[src/rtl/nvrtc_pkg.sv]
/*
 * constants, command codes and carrier structs for the host-side controller
 * of a byte-wide nonvolatile memory with clock registers.
 * assumes: one 200 MHz clock; device pins are asynchronous to it.
 */
package nvrtc_pkg;
    // ----------------------------------------------------------------
    // clock and timing
    // ----------------------------------------------------------------
    localparam int CLK_MHZ = 200;
    localparam int WRITE_PULSE_NS = 30;         // longest grade
    localparam int DATA_SETUP_NS = 15;          // data_setup_to_strobe_end
    localparam int CYCLE_NS = 45;
    localparam int STORE_DURATION_MS = 10;
    localparam int RECALL_DURATION_US = 20;
    localparam int POWERUP_RECALL_DURATION_US = 550;
    localparam int PULSE_CYC = (WRITE_PULSE_NS * CLK_MHZ + 999) / 1000;
    localparam int SETUP_CYC = (DATA_SETUP_NS * CLK_MHZ + 999) / 1000;
    localparam int GAP_CYC = (CYCLE_NS * CLK_MHZ + 999) / 1000 - PULSE_CYC;
    localparam int STORE_CYC = STORE_DURATION_MS * 1000 * CLK_MHZ;
    localparam int RECALL_CYC = RECALL_DURATION_US * CLK_MHZ;
    localparam int RESTORE_CYC = POWERUP_RECALL_DURATION_US * CLK_MHZ;

    // ----------------------------------------------------------------
    // device map
    // ----------------------------------------------------------------
    localparam logic [14:0] CTRL_ADDR = 15'h7ff8;
    localparam logic [14:0] SECONDS_ADDR = 15'h7ff9;
    localparam logic [14:0] DAY_ADDR = 15'h7ffc;
    localparam int CTRL_WRITE_BIT = 7;
    localparam int CTRL_READ_BIT = 6;
    localparam int DAY_FT_BIT = 6;
    localparam logic [13:0] SEQ0 = 14'h0e38;
    localparam logic [13:0] SEQ1 = 14'h31c7;
    localparam logic [13:0] SEQ2 = 14'h03e0;
    localparam logic [13:0] SEQ3 = 14'h3c1f;
    localparam logic [13:0] SEQ4 = 14'h303f;
    localparam logic [13:0] SEQ_STORE = 14'h0fc0;
    localparam logic [13:0] SEQ_RECALL = 14'h0c63;

    // ----------------------------------------------------------------
    // host register map (word index on the command port)
    // ----------------------------------------------------------------
    localparam logic [3:0] REG_CMD = 4'h0;      // write: go
    localparam logic [3:0] REG_ADDR = 4'h1;
    localparam logic [3:0] REG_WDATA = 4'h2;
    localparam logic [3:0] REG_RDATA = 4'h3;
    localparam logic [3:0] REG_STATUS = 4'h4;
    localparam logic [2:0] CMD_READ = 3'h0;
    localparam logic [2:0] CMD_WRITE = 3'h1;
    localparam logic [2:0] CMD_STORE = 3'h2;
    localparam logic [2:0] CMD_RECALL = 3'h3;
    localparam logic [2:0] CMD_SETCLK = 3'h4;   // set write bit
    localparam logic [2:0] CMD_RUNCLK = 3'h5;   // clear write bit

    // bus cycle request to the pin engine
    typedef struct packed {
        logic write;
        logic [14:0] addr;
        logic [7:0] data;
    } pin_req_s;

    // device pin outputs
    typedef struct packed {
        logic selectN;
        logic strobeN;
        logic outEnN;
        logic [14:0] addr;
    } pin_out_s;
endpackage : nvrtc_pkg

[src/rtl/nvrtc_cycle.sv]
/*
 * pin engine: one select-controlled read or write cycle on the device pins.
 * assumes: request held stable while busy; dataIn already synchronised.
 */
module nvrtc_cycle (
    input wire logic clk,
    input wire logic rst,
    input wire logic start,
    input wire nvrtc_pkg::pin_req_s req,
    input wire logic [7:0] dataIn,
    output nvrtc_pkg::pin_out_s pins,
    output logic [7:0] dataOut,
    output logic dataOe,
    output logic [7:0] rdData,
    output logic done,
    output logic busy
);
    typedef enum logic [1:0] {
        C_IDLE = 2'b00, C_PULSE = 2'b01, C_GAP = 2'b10
    } cyc_e;
    localparam int CW = 8;
    initial assert (nvrtc_pkg::PULSE_CYC < 200 && nvrtc_pkg::GAP_CYC < 200);
    cyc_e state_r;
    logic [CW-1:0] cnt_r;
    logic pulseEnd;
    assign pulseEnd = (cnt_r == CW'(1));

    // ----------------------------------------------------------------
    // sequencer: address set on the same edge that select falls, held past its rise
    // ----------------------------------------------------------------
    always_ff @(posedge clk or posedge rst) begin
        if (rst) begin
            state_r <= C_IDLE;
            cnt_r <= '0;
            pins <= '{selectN: 1'b1, strobeN: 1'b1, outEnN: 1'b1, addr: '0};
            dataOut <= '0;
            dataOe <= 1'b0;
            rdData <= '0;
            done <= 1'b0;
            busy <= 1'b0;
        end else begin
            done <= 1'b0;
            case (state_r)
                C_IDLE: if (start) begin
                    pins.addr <= req.addr;
                    pins.selectN <= 1'b0;
                    pins.strobeN <= ~req.write;
                    pins.outEnN <= req.write;
                    dataOut <= req.data;
                    dataOe <= req.write;
                    cnt_r <= CW'(nvrtc_pkg::PULSE_CYC);
                    busy <= 1'b1;
                    state_r <= C_PULSE;
                end
                C_PULSE: if (pulseEnd) begin
                    pins.selectN <= 1'b1; // data held past this edge
                    pins.strobeN <= 1'b1;
                    pins.outEnN <= 1'b1;
                    rdData <= dataIn;
                    cnt_r <= CW'(nvrtc_pkg::GAP_CYC);
                    state_r <= C_GAP;
                end else begin
                    cnt_r <= cnt_r - CW'(1);
                end
                C_GAP: if (pulseEnd) begin
                    dataOe <= 1'b0;
                    busy <= 1'b0;
                    done <= 1'b1;
                    state_r <= C_IDLE;
                end else begin
                    cnt_r <= cnt_r - CW'(1);
                end
                default: state_r <= C_IDLE;
            endcase
        end
    end
endmodule : nvrtc_cycle

[src/rtl/nvrtc_host.sv]
/*
 * host controller for a byte-wide nonvolatile memory with clock registers.
 * software orders single reads and writes, a software store or recall,
 * and clock set/run over a plain register port; the block drives the pins.
 * assumes: powerFail and supplyLow come from supervisors off this clock.
 */
// Design decisions made here: the placing of the registers and the address-and-strobe port.
module nvrtc_host #(
    parameter int STORE_CYCLES = nvrtc_pkg::STORE_CYC,
    parameter int RECALL_CYCLES = nvrtc_pkg::RESTORE_CYC
) (
    input wire logic clk,
    input wire logic rst,
    input wire logic [3:0] regAddr,
    input wire logic [31:0] regWdata,
    input wire logic regWrite,
    input wire logic regRead,
    output logic [31:0] regRdata,
    input wire logic powerFail,
    input wire logic supplyLow,
    input wire logic [7:0] dataIn,
    output logic [7:0] dataOut,
    output logic dataOe,
    output logic selectN,
    output logic strobeN,
    output logic outEnN,
    output logic [14:0] addr
);
    initial assert (STORE_CYCLES > 1 && RECALL_CYCLES > 1);

    typedef enum logic [2:0] {
        S_IDLE = 3'b000, S_ISSUE = 3'b001, S_WAIT = 3'b010,
        S_BUSY = 3'b011, S_HOLD = 3'b100
    } host_e;

    // ----------------------------------------------------------------
    // pin input synchronisers
    // ----------------------------------------------------------------
    logic [7:0] dataMeta_r, dataSync_r;
    logic [1:0] pfMeta_r, pfSync_r;
    always_ff @(posedge clk or posedge rst) begin
        if (rst) begin
            dataMeta_r <= '0;
            dataSync_r <= '0;
            pfMeta_r <= 2'h3;
            pfSync_r <= 2'h3;
        end else begin
            dataMeta_r <= dataIn;
            dataSync_r <= dataMeta_r;
            pfMeta_r <= {supplyLow, powerFail};
            pfSync_r <= pfMeta_r;
        end
    end
    wire pfNow = pfSync_r[0];
    wire lowNow = pfSync_r[1];

    // ----------------------------------------------------------------
    // registers
    // ----------------------------------------------------------------
    host_e state_r;
    logic [2:0] cmd_r;
    logic [14:0] addr_r;
    logic [7:0] wdata_r, rdata_r;
    logic [2:0] step_r;
    logic [31:0] busyCnt_r;
    logic recallPend_r, dirty_r, refused_r, powerSeen_r;
    logic cycStart, cycDone, cycBusy;
    logic [7:0] cycRd;
    nvrtc_pkg::pin_req_s req;
    nvrtc_pkg::pin_out_s pins;

    // sequence address for each step of the store/recall walk
    function automatic logic [13:0] seqAddr(input logic [2:0] s,
                                            input logic recall);
        case (s)
            3'd0: seqAddr = nvrtc_pkg::SEQ0;
            3'd1: seqAddr = nvrtc_pkg::SEQ1;
            3'd2: seqAddr = nvrtc_pkg::SEQ2;
            3'd3: seqAddr = nvrtc_pkg::SEQ3;
            3'd4: seqAddr = nvrtc_pkg::SEQ4;
            default: seqAddr = recall ? nvrtc_pkg::SEQ_RECALL
                                      : nvrtc_pkg::SEQ_STORE;
        endcase
    endfunction : seqAddr

    // true for plain reads and writes, the only commands run in the hold
    function automatic logic isClkAddrCmd(input logic [2:0] c);
        isClkAddrCmd = c == nvrtc_pkg::CMD_READ || c == nvrtc_pkg::CMD_WRITE;
    endfunction : isClkAddrCmd

    // ----------------------------------------------------------------
    // decode and request selection
    // ----------------------------------------------------------------
    wire cmdGo = regWrite && regAddr == nvrtc_pkg::REG_CMD;
    wire isSeq = cmd_r == nvrtc_pkg::CMD_STORE ||
                 cmd_r == nvrtc_pkg::CMD_RECALL;
    wire isRecall = cmd_r == nvrtc_pkg::CMD_RECALL;
    wire isClk = cmd_r == nvrtc_pkg::CMD_SETCLK ||
                 cmd_r == nvrtc_pkg::CMD_RUNCLK;
    wire inClkSpace = addr_r[14:3] == nvrtc_pkg::CTRL_ADDR[14:3];
    // bit 14 left zero in the sequence: device ignores it anyway
    wire [14:0] seqPin =
        {1'b0, seqAddr(step_r, isRecall)};
    wire [7:0] clkCtl = (cmd_r == nvrtc_pkg::CMD_SETCLK) ?
                        8'h80 : 8'h00;
    wire blockNow = pfNow || (state_r == S_BUSY && !inClkSpace);
    assign req.write = cmd_r == nvrtc_pkg::CMD_WRITE || isClk;
    assign req.addr = isSeq ? seqPin :
                      isClk ? nvrtc_pkg::CTRL_ADDR : addr_r;
    assign req.data = isClk ? clkCtl : wdata_r;
    assign cycStart = state_r == S_ISSUE;
    wire lastStep = !isSeq || step_r == 3'd5;
    wire busyEnd = busyCnt_r == 32'h1;
    wire holdLeft = busyCnt_r > 32'h1;

    // ----------------------------------------------------------------
    // command flow; sequence runs back to back, nothing interleaved
    // ----------------------------------------------------------------
    always_ff @(posedge clk or posedge rst) begin
        if (rst) begin
            state_r <= S_IDLE;
            cmd_r <= 3'h0;
            step_r <= 3'h0;
            busyCnt_r <= 32'h0;
            refused_r <= 1'b0;
            rdata_r <= 8'h00;
        end else begin
            // hold counter runs down on its own, clock accesses keep it
            if (holdLeft)
                busyCnt_r <= busyCnt_r - 32'h1;
            case (state_r)
                S_IDLE, S_HOLD: if (cmdGo) begin
                    cmd_r <= regWdata[2:0];
                    step_r <= 3'h0;
                    refused_r <= 1'b0;
                    state_r <= (pfNow || (state_r == S_HOLD &&
                                !(isClkAddrCmd(regWdata[2:0]) && inClkSpace)))
                               ? state_r : S_ISSUE;
                    if (pfNow) refused_r <= 1'b1;
                end else if (state_r == S_HOLD && busyEnd) begin
                    state_r <= S_IDLE;
                end
                S_ISSUE: if (blockNow) begin
                    refused_r <= 1'b1; // supply dropped before start
                    state_r <= S_IDLE;
                end else begin
                    state_r <= S_WAIT;
                end
                S_WAIT: if (cycDone) begin
                    rdata_r <= cycRd;
                    step_r <= step_r + 3'h1; // next read follows at once
                    state_r <= !lastStep ? S_ISSUE :
                               isSeq ? S_BUSY :
                               holdLeft ? S_HOLD : S_IDLE;
                    if (lastStep && isSeq)
                        busyCnt_r <= isRecall ? 32'(RECALL_CYCLES)
                                              : 32'(STORE_CYCLES);
                end
                S_BUSY: state_r <= S_HOLD;
                default: state_r <= S_IDLE;
            endcase
            if (powerSeen_r && !pfNow && recallPend_r) begin
                busyCnt_r <= 32'(RECALL_CYCLES);
            end
        end
    end

    // ----------------------------------------------------------------
    // supply tracking: mirror of the device's pending recall and dirty flag
    // ----------------------------------------------------------------
    always_ff @(posedge clk or posedge rst) begin
        if (rst) begin
            recallPend_r <= 1'b1;
            dirty_r <= 1'b0;
            powerSeen_r <= 1'b0;
        end else begin
            powerSeen_r <= pfNow;
            if (lowNow) recallPend_r <= 1'b1;
            else if (powerSeen_r && !pfNow) recallPend_r <= 1'b0;
            if (state_r == S_WAIT && cycDone && req.write && !isClk)
                dirty_r <= 1'b1;
            else if (state_r == S_BUSY || (pfNow && !powerSeen_r))
                dirty_r <= 1'b0;
        end
    end

    // ----------------------------------------------------------------
    // software registers
    // ----------------------------------------------------------------
    logic [31:0] rdNxt;
    always_comb begin
        case (regAddr)
            nvrtc_pkg::REG_ADDR: rdNxt = {17'h0, addr_r};
            nvrtc_pkg::REG_WDATA: rdNxt = {24'h0, wdata_r};
            nvrtc_pkg::REG_RDATA: rdNxt = {24'h0, rdata_r};
            nvrtc_pkg::REG_STATUS: rdNxt = {26'h0, recallPend_r, dirty_r,
                refused_r, pfNow, state_r == S_HOLD || state_r == S_BUSY,
                state_r != S_IDLE};
            default: rdNxt = 32'h0;
        endcase
    end
    always_ff @(posedge clk or posedge rst) begin
        if (rst) begin
            addr_r <= 15'h0;
            wdata_r <= 8'h0;
            regRdata <= 32'h0;
        end else begin
            regRdata <= regRead ? rdNxt : 32'h0;
            if (regWrite && regAddr == nvrtc_pkg::REG_ADDR)
                addr_r <= regWdata[14:0];
            if (regWrite && regAddr == nvrtc_pkg::REG_WDATA)
                wdata_r <= regWdata[7:0]; // software's content
        end
    end

    // ----------------------------------------------------------------
    // pin engine and output flops (engine outputs are flops already)
    // ----------------------------------------------------------------
    nvrtc_cycle cyc (
        .clk(clk),
        .rst(rst),
        .start(cycStart && !blockNow && !cycBusy),
        .req(req),
        .dataIn(dataSync_r),
        .pins(pins),
        .dataOut(dataOut),
        .dataOe(dataOe),
        .rdData(cycRd),
        .done(cycDone),
        .busy(cycBusy)
    );
    assign selectN = pins.selectN; // idle high after reset
    assign strobeN = pins.strobeN;
    assign outEnN = pins.outEnN;
    assign addr = pins.addr;
endmodule : nvrtc_host

[config.mk]
export PLATFORM = sky130hd
export DESIGN_NAME = nvrtc_host
export DESIGN_NICKNAME = d
export VERILOG_FILES = /design/src/rtl/nvrtc_pkg.sv /design/src/rtl/nvrtc_cycle.sv /design/src/rtl/nvrtc_host.sv
export SDC_FILE = /design/constraint.sdc
export NUM_CORES = 1
export LEC_CHECK = 0
export BUFFER_PORTS_ARGS = -buffer_cell sky130_fd_sc_hd__buf_2
export CAP_MARGIN = 20
export CORE_MARGIN = 1.5
export CORE_UTILIZATION = 26
export DETAILED_ROUTE_END_ITERATION = 8
export HOLD_SLACK_MARGIN = 0.15
export PLACE_DENSITY_LB_ADDON = 0.12
export REMOVE_ABC_BUFFERS = 1
export SKIP_CTS_REPAIR_TIMING = 1
export SYNTH_ARGS = -nofsm -noshare
export SYNTH_HDL_FRONTEND = slang
export SYNTH_SLANG_ARGS = --single-unit
[constraint.sdc]
create_clock -name clk -period 4.5 [get_ports clk]
set_input_delay 0.45 -clock clk [delete_from_list [all_inputs] [get_ports clk]]
set_output_delay 0.45 -clock clk [all_outputs]
set_load 0.005 [all_outputs]
==> results of run 1 <==
==> cell type report <==
class	count	area share, %
flip-flops and latches	158	44.60
multi-input cells	525	36.63
repair buffers	92	5.969
well taps	378	5.322
clock buffers	17	4.787
clock inverters	15	1.915
inverters	17	0.7743
==> registers in the layout (all words and copies together), names as in the netlist, 8 cells and up <==
name         flops
cyc.dataOut      8
regRdata        15
cyc.rdData       8
dataSync_r       8
dataMeta_r       8
rdata_r          8
addr_r          15
cyc.cnt_r        8
busyCnt_r       32
cyc.pins        18
wdata_r          8
==> routing by layer <==
metal | vias to the layer above | part of all wire, %
li1 | 2800 | -
met1 | 2847 | 49
met2 | 129 | 47
met3 | 11 | 3.7
met4 | 0 | 0.97
met5 | - | 0
==> where the power goes <==
group / switching, mW / internal [mW] / leakage, nW
registers: 0.148 / 1.54 / 2.03
clock network: 0.703 / 0.751 / 0.293
logic: 0.238 / 0.199 / 1.67
==> per-stage QoR <==
stage               hold slack [ps]  power, mW  utilization, %  instances
floorplan                     331.2      1.980               -        700
global placement              335.8      2.155           29.24       1160
detailed placement            335.5      2.156           29.24       1160
CTS                           101.5      3.641           31.37       1192
global route                  250.2      3.781           31.73       1202
finish                        206.9      3.579           31.73       1202
==> path summary, 6_finish.rpt <==
path / cells after the start / endpoint / from
min in group clk: 2 / addr_r[14]$_DFFE_PP0P_ / regWdata[14]
min: 2 / cyc.state_r[1]$_DFFE_PP0P_ / rst
min reg2reg: 0 / dataSync_r[2]$_DFF_PP0_ / dataMeta_r[2]$_DFF_PP0_
max in group asynchronous: 3 / cyc.pins[10]$_DFFE_PP0P_ / rst
max reg2reg: 5 / busyCnt_r[19]$_DFF_PP0_ / busyCnt_r[18]$_DFF_PP0_
max: 5 / busyCnt_r[19]$_DFF_PP0_ / busyCnt_r[18]$_DFF_PP0_
==> worst register-to-register path: cells and delay by family, from the launching register on <==
kind / cells / cell delay (ps)
and+or+nand+nor: 3 / 1680
DFF: 1 / 420
AOI/OAI and AO/OA: 2 / 400
==> cell usage in the layout (no fill, tap or decap), drive strengths merged, types with 6 or more instances in the layout <==
cell	Yosys	layout
clkbuf	31	17
mux2	37	37
ha	12	12
nand4	8	8
a31oi	9	9
or4	17	17
dfrtp	150	150
nor2	50	50
or3	18	18
dlygate4sd3	0	10
nor4	13	13
nand2	98	98
a21oi	45	45
nand2b	8	8
o31ai	14	14
clkinv	0	6
xnor2	6	6
o21ai	44	44
nand3	18	18
nor3	14	14
dfstp	8	8
inv	17	26
buf	21	82
and3	11	11
conb	1	17
==> logic make-up (layout without fill, tap and decap cells) <==
logic type                 after synthesis  in the layout  synth area share [%]
and+or+nand+nor                        285            285                 19.70
AOI/OAI and AO/OA                      165            165                 14.21
DFF                                    158            158                 53.01
other                                    1             17               0.05015
xor gates and xnor gates                 7              7                0.8200
muxes                                   39             39                 5.840
buffers and inverters                   69            141                 4.367
adders and majority gates               12             12                 2.008
==> flow_summary_export.csv, run 1 <==
group,metric,value,unit
global_routing,busiest_layer,"met2",
yosys,synth.avg_cell_area,10.16,µm²
sta,slew_headroom,32.16,%
flow_run,cap_violations,0,
yosys,synth_common_cells,"dfrtp_1 (150), nand2_1 (98), nor2_1 (50), a21oi_1 (45), o21ai_0 (44)",
floorplanning,initial_utilization,26.69,%
cells_and_area,fillCellCount,2965,
sta,rsz0062_at_grt,"no",
sta,skew,13.29,ps
yosys,yosys.area.top_type,"dfrtp_1",
cells_and_area,stdcell_area,8887,µm²
sta,final_max_slew_viol_count,0,
placed_design,place.gp.congestion,0.7689,
pwr,p_per_area,402.7,nW/µm²
critical_path,worst_setup_path_start_kind,"flop",
critical_path,worst-path-max-fanout,19,
global_routing,use_met2,21.81,%
sta,period_minus_slack,2561,ps
cells_and_area,multi_input_area,3256,µm²
floorplanning,die_area,29780,µm²
cts,clk_latency,430,ps
cells_and_area,regArea,3964,µm²
yosys,ys_async_sr_fraction,100.0,%
sta,hold_violations,0,
sta,fmax,390.5,MHz
cts,tritoncts,"built",
yosys,ys_seq_area_share,53.01,%
global_routing,grt_first_pass_wirelength,32350,µm
outcome,status,"complete, no violations",
critical_path,path_buf_inv,0,
placed_design,port_buffers,74,
placed_design,hpwl,13550,µm
sta,fin_ws,1939,ps
critical_path,end_kind,"flop",
cts,path_clk_slew,80,ps
cts,clock-sinks,158,
hold_path,hold_class,"primary input to async pin",
sta,tns,0,ps
sta,post-route-period-util,56.91,%
global_routing,grt_use_total,13.50,%
yosys,synthCells,736,
cts,cts.path.max_buffers,2,
critical_path,crit_chain,"nor4_1, nand3_2, nor4_4, o21ai_0, a31oi_1",
sta,setup_violations,0,
yosys,ys_seq_elements,158,
critical_path,crit_slowest_cell,"nor4_4",
placed_design,place_ws,1863,ps
yosys,yosysTopAreaCellShare,50.20,%
global_routing,antenna_found_initial,0,
critical_path,critical-path-top-delay-family,"simple AND/OR/NAND/NOR gates",
route,vias,5787,
floorplanning,rows,61,
global_routing,grt_pass1_vias,5818,
global_routing,grt-ovfl-total,0,
cells_and_area,drive_above_1_share,21.72,%
cts,root_buffer,"clkbuf_16",
floorplanning,die_w,172.6,µm
yosys,synth_cell_types,67,
critical_path,reg2reg_slack,1940,ps
sta,worst_slew_pin_slew,1015,ps
cts,cts_made_buffers,17,
global_routing,use_met1,18.41,%
cts,cts.htree.levels,4,
yosys,netlist_area,7477,µm²
pwr,ir_drop,0.2526,mV
yosys,synth_ff_type,"dfrtp_1",
route,drc,0,
cells_and_area,fin_nets,873,
yosys,ys_warn_count,0,
route,wirelength,19330,µm
route,antenna_left,0,
yosys,synth.area.top_cells,"dfrtp_1 (50%), mux2_2 (5.6%), nand2_1 (4.9%)",
floorplanning,ios,109,
cells_and_area,antennaDiodeCount,0,
yosys,synth_edf_count,0,
critical_path,cp.required,4850,ps
placed_design,place_area,8192,µm²
route,drt_pass1_iterations,4,
route,vias_per_cell,4.814,
critical_path,slowest_delay,860,ps
global_routing,grt_max_degree,93,
yosys,synth.most_common_cell,"dfrtp_1",
global_routing,grtUsageMet3,2.617,%
pwr,leakage,4.000,nW
cells_and_area,area_delta_synth_final,18.86,%
critical_path,arrival,2910,ps
critical_path,critPathKind,"flop to flop",
route,drtIter0Drc,337,
floorplanning,fp.coreArea,28010,µm²
route,wire_per_inst,16.08,µm
floorplanning,die_h,172.6,µm
(Power assumes the default switching activity.)
==> inputs of run 2 (changes only) <==
--- a/config.mk
+++ b/config.mk
@@ -5,6 +5,7 @@
 export SDC_FILE = /design/constraint.sdc
 export NUM_CORES = 1
 export LEC_CHECK = 0
+export ABC_AREA = 1
 export BUFFER_PORTS_ARGS = -buffer_cell sky130_fd_sc_hd__buf_2
 export CAP_MARGIN = 20
 export CORE_MARGIN = 1.5
==> constraint.sdc (replaced) <==
create_clock -name clk -period 2.45 [get_ports clk]
set_input_delay 0.245 -clock clk [delete_from_list [all_inputs] [get_ports clk]]
set_output_delay 0.245 -clock clk [all_outputs]
set_load 0.005 [all_outputs]
==> run 2 against run 1 <==
Against the previous run: combinational power rose to 3.7 times the previous value; sequential cell count did not move; first-iteration DRC count fell by 6.8%; global-route usage rose by 0.87 points; via count rose by 3.8%; total power rose by 110%; utilization rose by 0.57 points; non-clock buffer count rose by 26; register-to-register slack got worse by 1400 ps; synthesized cell count rose by 18%; critical path type unchanged; largest cell class unchanged; highest routed layer is now met5.
==> flow_summary_export.csv, run 2 <==
group,metric,value,unit
outcome,status,"complete, no violations",
yosys,synth_edf_count,0,
sta,setup_violations,0,
critical_path,reg2reg_slack,500,ps
pwr,seq_power_share,43.8,%
yosys,ys_async_sr_fraction,100.0,%
yosys,synth_fa_ha_area_share,1.966,%
sta,worst_slew_pin_slew,529.2,ps
cts,root_buffer,"clkbuf_16",
cts,cts_made_buffers,17,
global_routing,grt-ovfl-total,0,
cts,tritoncts,"built",
pwr,swShare,33.26,%
global_routing,antenna_found_initial,2,
floorplanning,die_area,30410,µm²
cells_and_area,fin_nets,1054,
critical_path,cp.required,2800,ps
global_routing,grt_first_pass_wirelength,33520,µm
floorplanning,ios,109,
cells_and_area,fin_util,32.30,%
critical_path,path_common_cell,"inv_1",
sta,hold_violations,0,
route,wirelength,20920,µm
cts,clock-sinks,158,
floorplanning,die_h,174.4,µm
critical_path,worst_setup_path_start_kind,"flop",
yosys,yosysTopAreaCellShare,49.16,%
cts,cts.htree.levels,4,
route,drtIter0Drc,314,
route,antenna_left,0,
global_routing,grt_max_degree,47,
critical_path,r2r-start,"step_r[0]$_DFFE_PP0P_",
yosys,synth_ff_type,"dfrtp_1",
yosys,synth_common_cells,"nand2_1 (184), dfrtp_1 (150), inv_1 (92), nor2_1 (85), o21ai_0 (78)",
route,wire_per_inst,15.05,µm
critical_path,timing.rr.end,"busyCnt_r[1]$_DFF_PP0_",
yosys,synth.avg_cell_area,8.757,µm²
floorplanning,rows,62,
cts,cts.path.max_buffers,2,
cells_and_area,largest_reg_flops,32,
yosys,yosys.area.top_type,"dfrtp_1",
hold_path,hold-path-cell-count,3,
cells_and_area,final_common_cell,"nand2_1",
cells_and_area,fin_cells,1390,
placed_design,hpwl,15270,µm
pwr,ir_drop,0.4049,mV
cells_and_area,fillCellCount,3043,
sta,slew_headroom,64.59,%
floorplanning,die_w,174.4,µm
critical_path,worst-path-max-fanout,9,
critical_path,slowest_delay,430,ps
cells_and_area,drive_above_1_share,19.30,%
sta,final_max_slew_viol_count,0,
yosys,synthCells,872,
yosys,yosys.area_share.simple,23.33,%
yosys,ys_seq_area_share,51.91,%
route,drc,0,
route,vias_per_cell,4.321,
sta,period_minus_slack,1953,ps
pwr,p_per_area,795.1,nW/µm²
yosys,synth_cell_types,47,
pwr,p_sw,2.458,mW
sta,tns,0,ps
sta,post-route-period-util,79.73,%
critical_path,crit_chain,"ha_1, nand3_2, inv_1, nand2_4, nand2_2, inv_1, o21ai_0, a21oi_1",
pwr,internal-power,4.932,mW
yosys,ys_seq_elements,158,
yosys,synth_xor_xnor_area_share,2.065,%
critical_path,arrival,2300,ps
sta,rsz0062_at_grt,"no",
hold_path,hold_class,"primary input to flop",
pwr,power_frac_comb,21.7,%
pwr,leakage,4.671,nW
sta,skew,14.85,ps
placed_design,port_buffers,74,
yosys,synth.area.top_cells,"dfrtp_1 (49%), nand2_1 (9.0%), o21ai_0 (5.1%)",
hold_path,hp-start,"regWdata[0]",
placed_design,place.gp.congestion,0.7785,
critical_path,rr_worst_depth,8,
critical_path,crit_slowest_cell,"dfrtp_1",
cells_and_area,reg_top3,"busyCnt_r (32), cyc.pins (18)",
placed_design,placed_cells,1331,
cts,clk_latency,430,ps
flow_run,cap_violations,0,
cells_and_area,area_delta_synth_final,21.73,%
yosys,synth_top_family_by_area,"simple AND/OR/NAND/NOR gates",
yosys,synthMuxAreaShare,0.2949,%
route,vias,6006,
route,drt_pass1_iterations,4,
critical_path,critPathKind,"flop to flop",
global_routing,grt_pass1_vias,5926,
floorplanning,initial_utilization,26.53,%
yosys,ys_warn_count,0,
cells_and_area,top_register,"busyCnt_r",
yosys,synth.most_common_cell,"nand2_1",
critical_path,end_kind,"flop",
yosys,netlist_area,7636,µm²
cts,path_clk_slew,70,ps
sta,fmax,511.9,MHz
cells_and_area,final_cell_mix,"nand2_1 (184), dfrtp_1 (150), inv_1 (91)",
hold_path,hold_end,"cmd_r[0]$_DFFE_PP0P_",
pwr,p_clk_share,34.5,%
global_routing,grt_use_total,14.38,%
yosys,synth-compound-area-share,12.49,%
floorplanning,fp.coreArea,28780,µm²
==> run 2: cell types whose count changed after synthesis, moves of 25 or more <==
cell	previous run	this run
nor2_1	50	85
o21ai_0	44	78
inv_1	17	92
clkbuf_1	31	6
mux2_2	37	2
nand2_1	98	184
==> run 2: final cells by class <==
type	instances	area, µm²	share of cell area (%)
Multi-Input combinational cell	595	3129	33.67
Timing Repair Buffer	118	778.2	8.373
Inverter	102	387.9	4.173
Tap cell	384	480.5	5.169
Clock buffer	21	470.5	5.061
Clock inverter	11	82.58	0.8884
Sequential cell	158	3964	42.64
Antenna cell	1	2.502	0.02692
==> run 2: how the worst max path moves through the flow <==
stage | from | end | cells past startpoint
floorplan | rst | addr_r[0]$_DFFE_PP0P_ | 1
finish | step_r[0]$_DFFE_PP0P_ | busyCnt_r[1]$_DFF_PP0_ | 8
detailed placement | step_r[0]$_DFFE_PP0P_ | busyCnt_r[1]$_DFF_PP0_ | 8
global placement | step_r[0]$_DFFE_PP0P_ | busyCnt_r[1]$_DFF_PP0_ | 8
CTS | step_r[0]$_DFFE_PP0P_ | busyCnt_r[1]$_DFF_PP0_ | 8
global route | step_r[1]$_DFFE_PP0P_ | busyCnt_r[1]$_DFF_PP0_ | 9
==> run 2: cells by family after synthesis <==
family	count (synthesis)
xor gates and xnor gates	18
buffers and inverters	135
muxes	2
adders and majority gates	12
other	1
DFF	158
and+or+nand+nor	383
AOI/OAI and AO/OA	163
==> run 2: power by group through the flow <==
stage	logic (mW)	registers (mW)	clock network (mW)
6_report	1.61	3.24	2.55
2_1_floorplan	1.13	3.21	0
3_5_place_dp	1.59	3.29	0
3_3_place_gp	1.59	3.29	0
5_1_grt	1.86	3.28	2.74
4_1_cts	1.60	3.24	2.62
==> run 2: worst max-delay path, delay by kind of cell (launching register included) <==
kind	cells	cell delay (ps)
simple gates	3	410
fa+ha+maj	1	270
compound gates	2	310
flops	1	430
buf+inv	2	470
==> run 2: per-stage QoR <==
stage | instance area (µm²) | hold slack (ps) | total power, mW | setup WS [ps]
6_report | 9295 | 188.0 | 7.390 | 496.6
2_1_floorplan | 7476 | 249.5 | 4.337 | -2045
3_5_place_dp | 8479 | 324.6 | 4.877 | 497.7
4_1_cts | 9032 | -137.9 | 7.463 | 493.5
5_1_grt | 9295 | 197.8 | 7.883 | 341.8
3_3_place_gp | 8479 | 325.5 | 4.885 | 505.6
==> run 2: per-layer routing <==
metal | GRT usage, % | wire, µm | part of all wire [%] | vias to the layer above
met5 | 0 | 13 | 0.062 | -
met4 | 4.382 | 284 | 1.4 | 2
met3 | 2.690 | 632 | 3.0 | 22
met2 | 21.55 | 9214 | 44 | 107
met1 | 20.86 | 10770 | 51 | 2827
li1 | - | - | - | 3048
==> inputs of run 3 (changes only) <==
--- a/config.mk
+++ b/config.mk
@@ -5,7 +5,7 @@
 export SDC_FILE = /design/constraint.sdc
 export NUM_CORES = 1
 export LEC_CHECK = 0
-export ABC_AREA = 1
+export ABC_AREA = 0
 export BUFFER_PORTS_ARGS = -buffer_cell sky130_fd_sc_hd__buf_2
 export CAP_MARGIN = 20
 export CORE_MARGIN = 1.5
==> constraint.sdc (replaced) <==
create_clock -name clk -period 1.67 [get_ports clk]
set_input_delay 0.167 -clock clk [delete_from_list [all_inputs] [get_ports clk]]
set_output_delay 0.167 -clock clk [all_outputs]
set_load 0.005 [all_outputs]
==> run 3 against run 2 <==
Against the previous run: the run now ends with negative setup slack left; worst setup slack got worse by 1100 ps; die area fell by 2.0%; final cell count rose by 1.0%; critical path depth fell by 3; utilization rose by 8.9 points; critical endpoint is now busyCnt_r[23]$_DFF_PP0_.
==> flow_summary_export.csv, run 3 (synthesis results as in run 1) <==
group,metric,value,unit
outcome,status,"complete, but fails checks",
outcome,violations,"negative setup slack",
route,wire_per_inst,15.82,µm
floorplanning,die_area,29780,µm²
sta,fmax,447.7,MHz
floorplanning,rows,61,
global_routing,antenna_found_initial,0,
cells_and_area,stdcell_area,11540,µm²
cts,tritoncts,"built",
floorplanning,fp.coreArea,28010,µm²
route,wirelength,22220,µm
placed_design,hpwl,15590,µm
cells_and_area,final_common_cell,"dfrtp_1",
hold_path,hp-start,"regAddr[0]",
sta,skew,14.90,ps
pwr,fin_total_pwr,10.42,mW
floorplanning,ios,109,
cells_and_area,reg_top3,"busyCnt_r (32), cyc.pins (18)",
sta,worst_slew_pin_slew,511.4,ps
cells_and_area,multi_input_area,4073,µm²
sta,final_max_slew_viol_count,0,
placed_design,place_area,9434,µm²
cts,cts.htree.levels,4,
global_routing,grt_pass1_vias,6201,
critical_path,end_kind,"flop",
pwr,leakage,5.225,nW
critical_path,crit_chain,"or4_4, or3_4, or3_4, or4_4, a21oi_2",
critical_path,critPathKind,"flop to flop",
cells_and_area,final_cell_mix,"dfrtp_1 (147), buf_4 (145), nand2_1 (75)",
sta,slew_headroom,65.83,%
route,drt_pass1_iterations,5,
sta,hold_violations,0,
sta,period_minus_slack,2234,ps
placed_design,port_buffers,74,
cells_and_area,drive_above_1_share,49.03,%
global_routing,grt-ovfl-total,0,
placed_design,place.gp.congestion,0.7749,
sta,post-route-period-util,133.8,%
cells_and_area,fin_nets,1075,
pwr,p_per_area,903.0,nW/µm²
global_routing,grt_first_pass_wirelength,33820,µm
cts,root_buffer,"clkbuf_16",
route,antenna_left,0,
pwr,ir_drop,0.6869,mV
route,drtIter0Drc,344,
critical_path,startpoint,"busyCnt_r[18]$_DFF_PP0_",
cells_and_area,regArea,3968,µm²
route,vias,6512,
sta,fin_ws,-563.7,ps
sta,whs,264.8,ps
cts,clk_latency,430,ps
route,vias_per_cell,4.638,
placed_design,place_ws,-558.2,ps
floorplanning,initial_utilization,26.69,%
route,drc,0,
critical_path,slowest_delay,530,ps
critical_path,critical-path-top-delay-family,"simple AND/OR/NAND/NOR gates",
cts,cts_made_buffers,17,
critical_path,path_buf_inv,0,
hold_path,hold_class,"primary input to flop",
cells_and_area,fillCellCount,2803,
critical_path,cp.required,2020,ps
critical_path,crit_slowest_cell,"or4_4",
cts,path_clk_slew,70,ps
global_routing,grt_max_degree,41,
cts,clock-sinks,158,
cells_and_area,largest_reg_flops,32,
floorplanning,die_w,172.6,µm
critical_path,worst_setup_path_start_kind,"flop",
sta,setup_violations,65,
cells_and_area,antennaDiodeCount,0,
cells_and_area,area_delta_synth_final,54.30,%
sta,rsz0062_at_grt,"yes",
critical_path,arrival,2590,ps
global_routing,grt_use_total,14.28,%
critical_path,worst-path-max-fanout,3,
floorplanning,die_h,172.6,µm
cts,cts.path.max_buffers,2,
critical_path,reg2reg_slack,-560,ps
critical_path,r2r-start,"busyCnt_r[18]$_DFF_PP0_",
flow_run,cap_violations,0,
cells_and_area,top_register,"busyCnt_r",
-- run 3: changes by cell type in the layout (fill, tap and decap cells not counted), moves of 9 or more --
| cell | delta |
|---|---|
| and3_1 | +9 |
| buf_4 | +128 |
| buf_6 | +32 |
| inv_1 | -81 |
| mux2_2 | +34 |
| nand2_1 | -109 |
| nand3_1 | -27 |
| nor2_1 | -46 |
| o21ai_0 | -62 |
| o21ai_2 | +12 |
| or3_4 | +11 |
| or4_4 | +11 |
| xor2_1 | -11 |
-- run 3: layout make-up --
cell class | instances | area share, %
Timing Repair Buffer | 294 | 20.54
Inverter | 17 | 0.5965
Multi-Input combinational cell | 525 | 35.30
Clock buffer | 17 | 3.687
Sequential cell | 158 | 34.39
Clock inverter | 15 | 1.388
Tap cell | 378 | 4.099
-- run 3: metal layers --
metal | routed length [µm] | GRT usage (%)
met3 | 513 | 2.265
met1 | 10690 | 19.55
met2 | 10810 | 23.40
met5 | 0 | 0
met4 | 202 | 3.874
-- run 3: final timing paths --
kind / end / cells past startpoint
setup reg to reg: busyCnt_r[23]$_DFF_PP0_ / 5
min in group asynchronous: busyCnt_r[1]$_DFF_PP0_ / 3
setup / recovery: busyCnt_r[23]$_DFF_PP0_ / 5
max in group asynchronous: recallPend_r$_DFFE_PP1P_ / 4
hold / removal: regRdata[6]$_DFF_PP0_ / 4
hold reg to reg: dataSync_r[5]$_DFF_PP0_ / 0
-- run 3: metrics by stage --
| stage | TNS [ps] | utilization [%] | instances |
|---|---|---|---|
| 6_report | -13990 | 41.19 | 1404 |
| 5_1_grt | -19250 | 41.19 | 1404 |
| 4_1_cts | -23180 | 35.77 | 1347 |
| 3_5_place_dp | -21690 | 33.68 | 1315 |
| 3_3_place_gp | -22250 | 33.68 | 1315 |
| 2_1_floorplan | -455170 | - | 700 |
-- run 3: report_power, final --
group          total (mW)  internal, mW  switching (mW)
sequential           4.46          4.15           0.309
clock                3.87          2.01            1.86
combinational        2.08          1.04            1.04
total                10.4          7.20            3.22
-- run 3: worst reg2reg max path, cell delays in order, from the launching register on --
cell	delay [ps]
dfrtp_1	380
or4_4	530
or3_4	350
or3_4	380
or4_4	420
a21oi_2	120
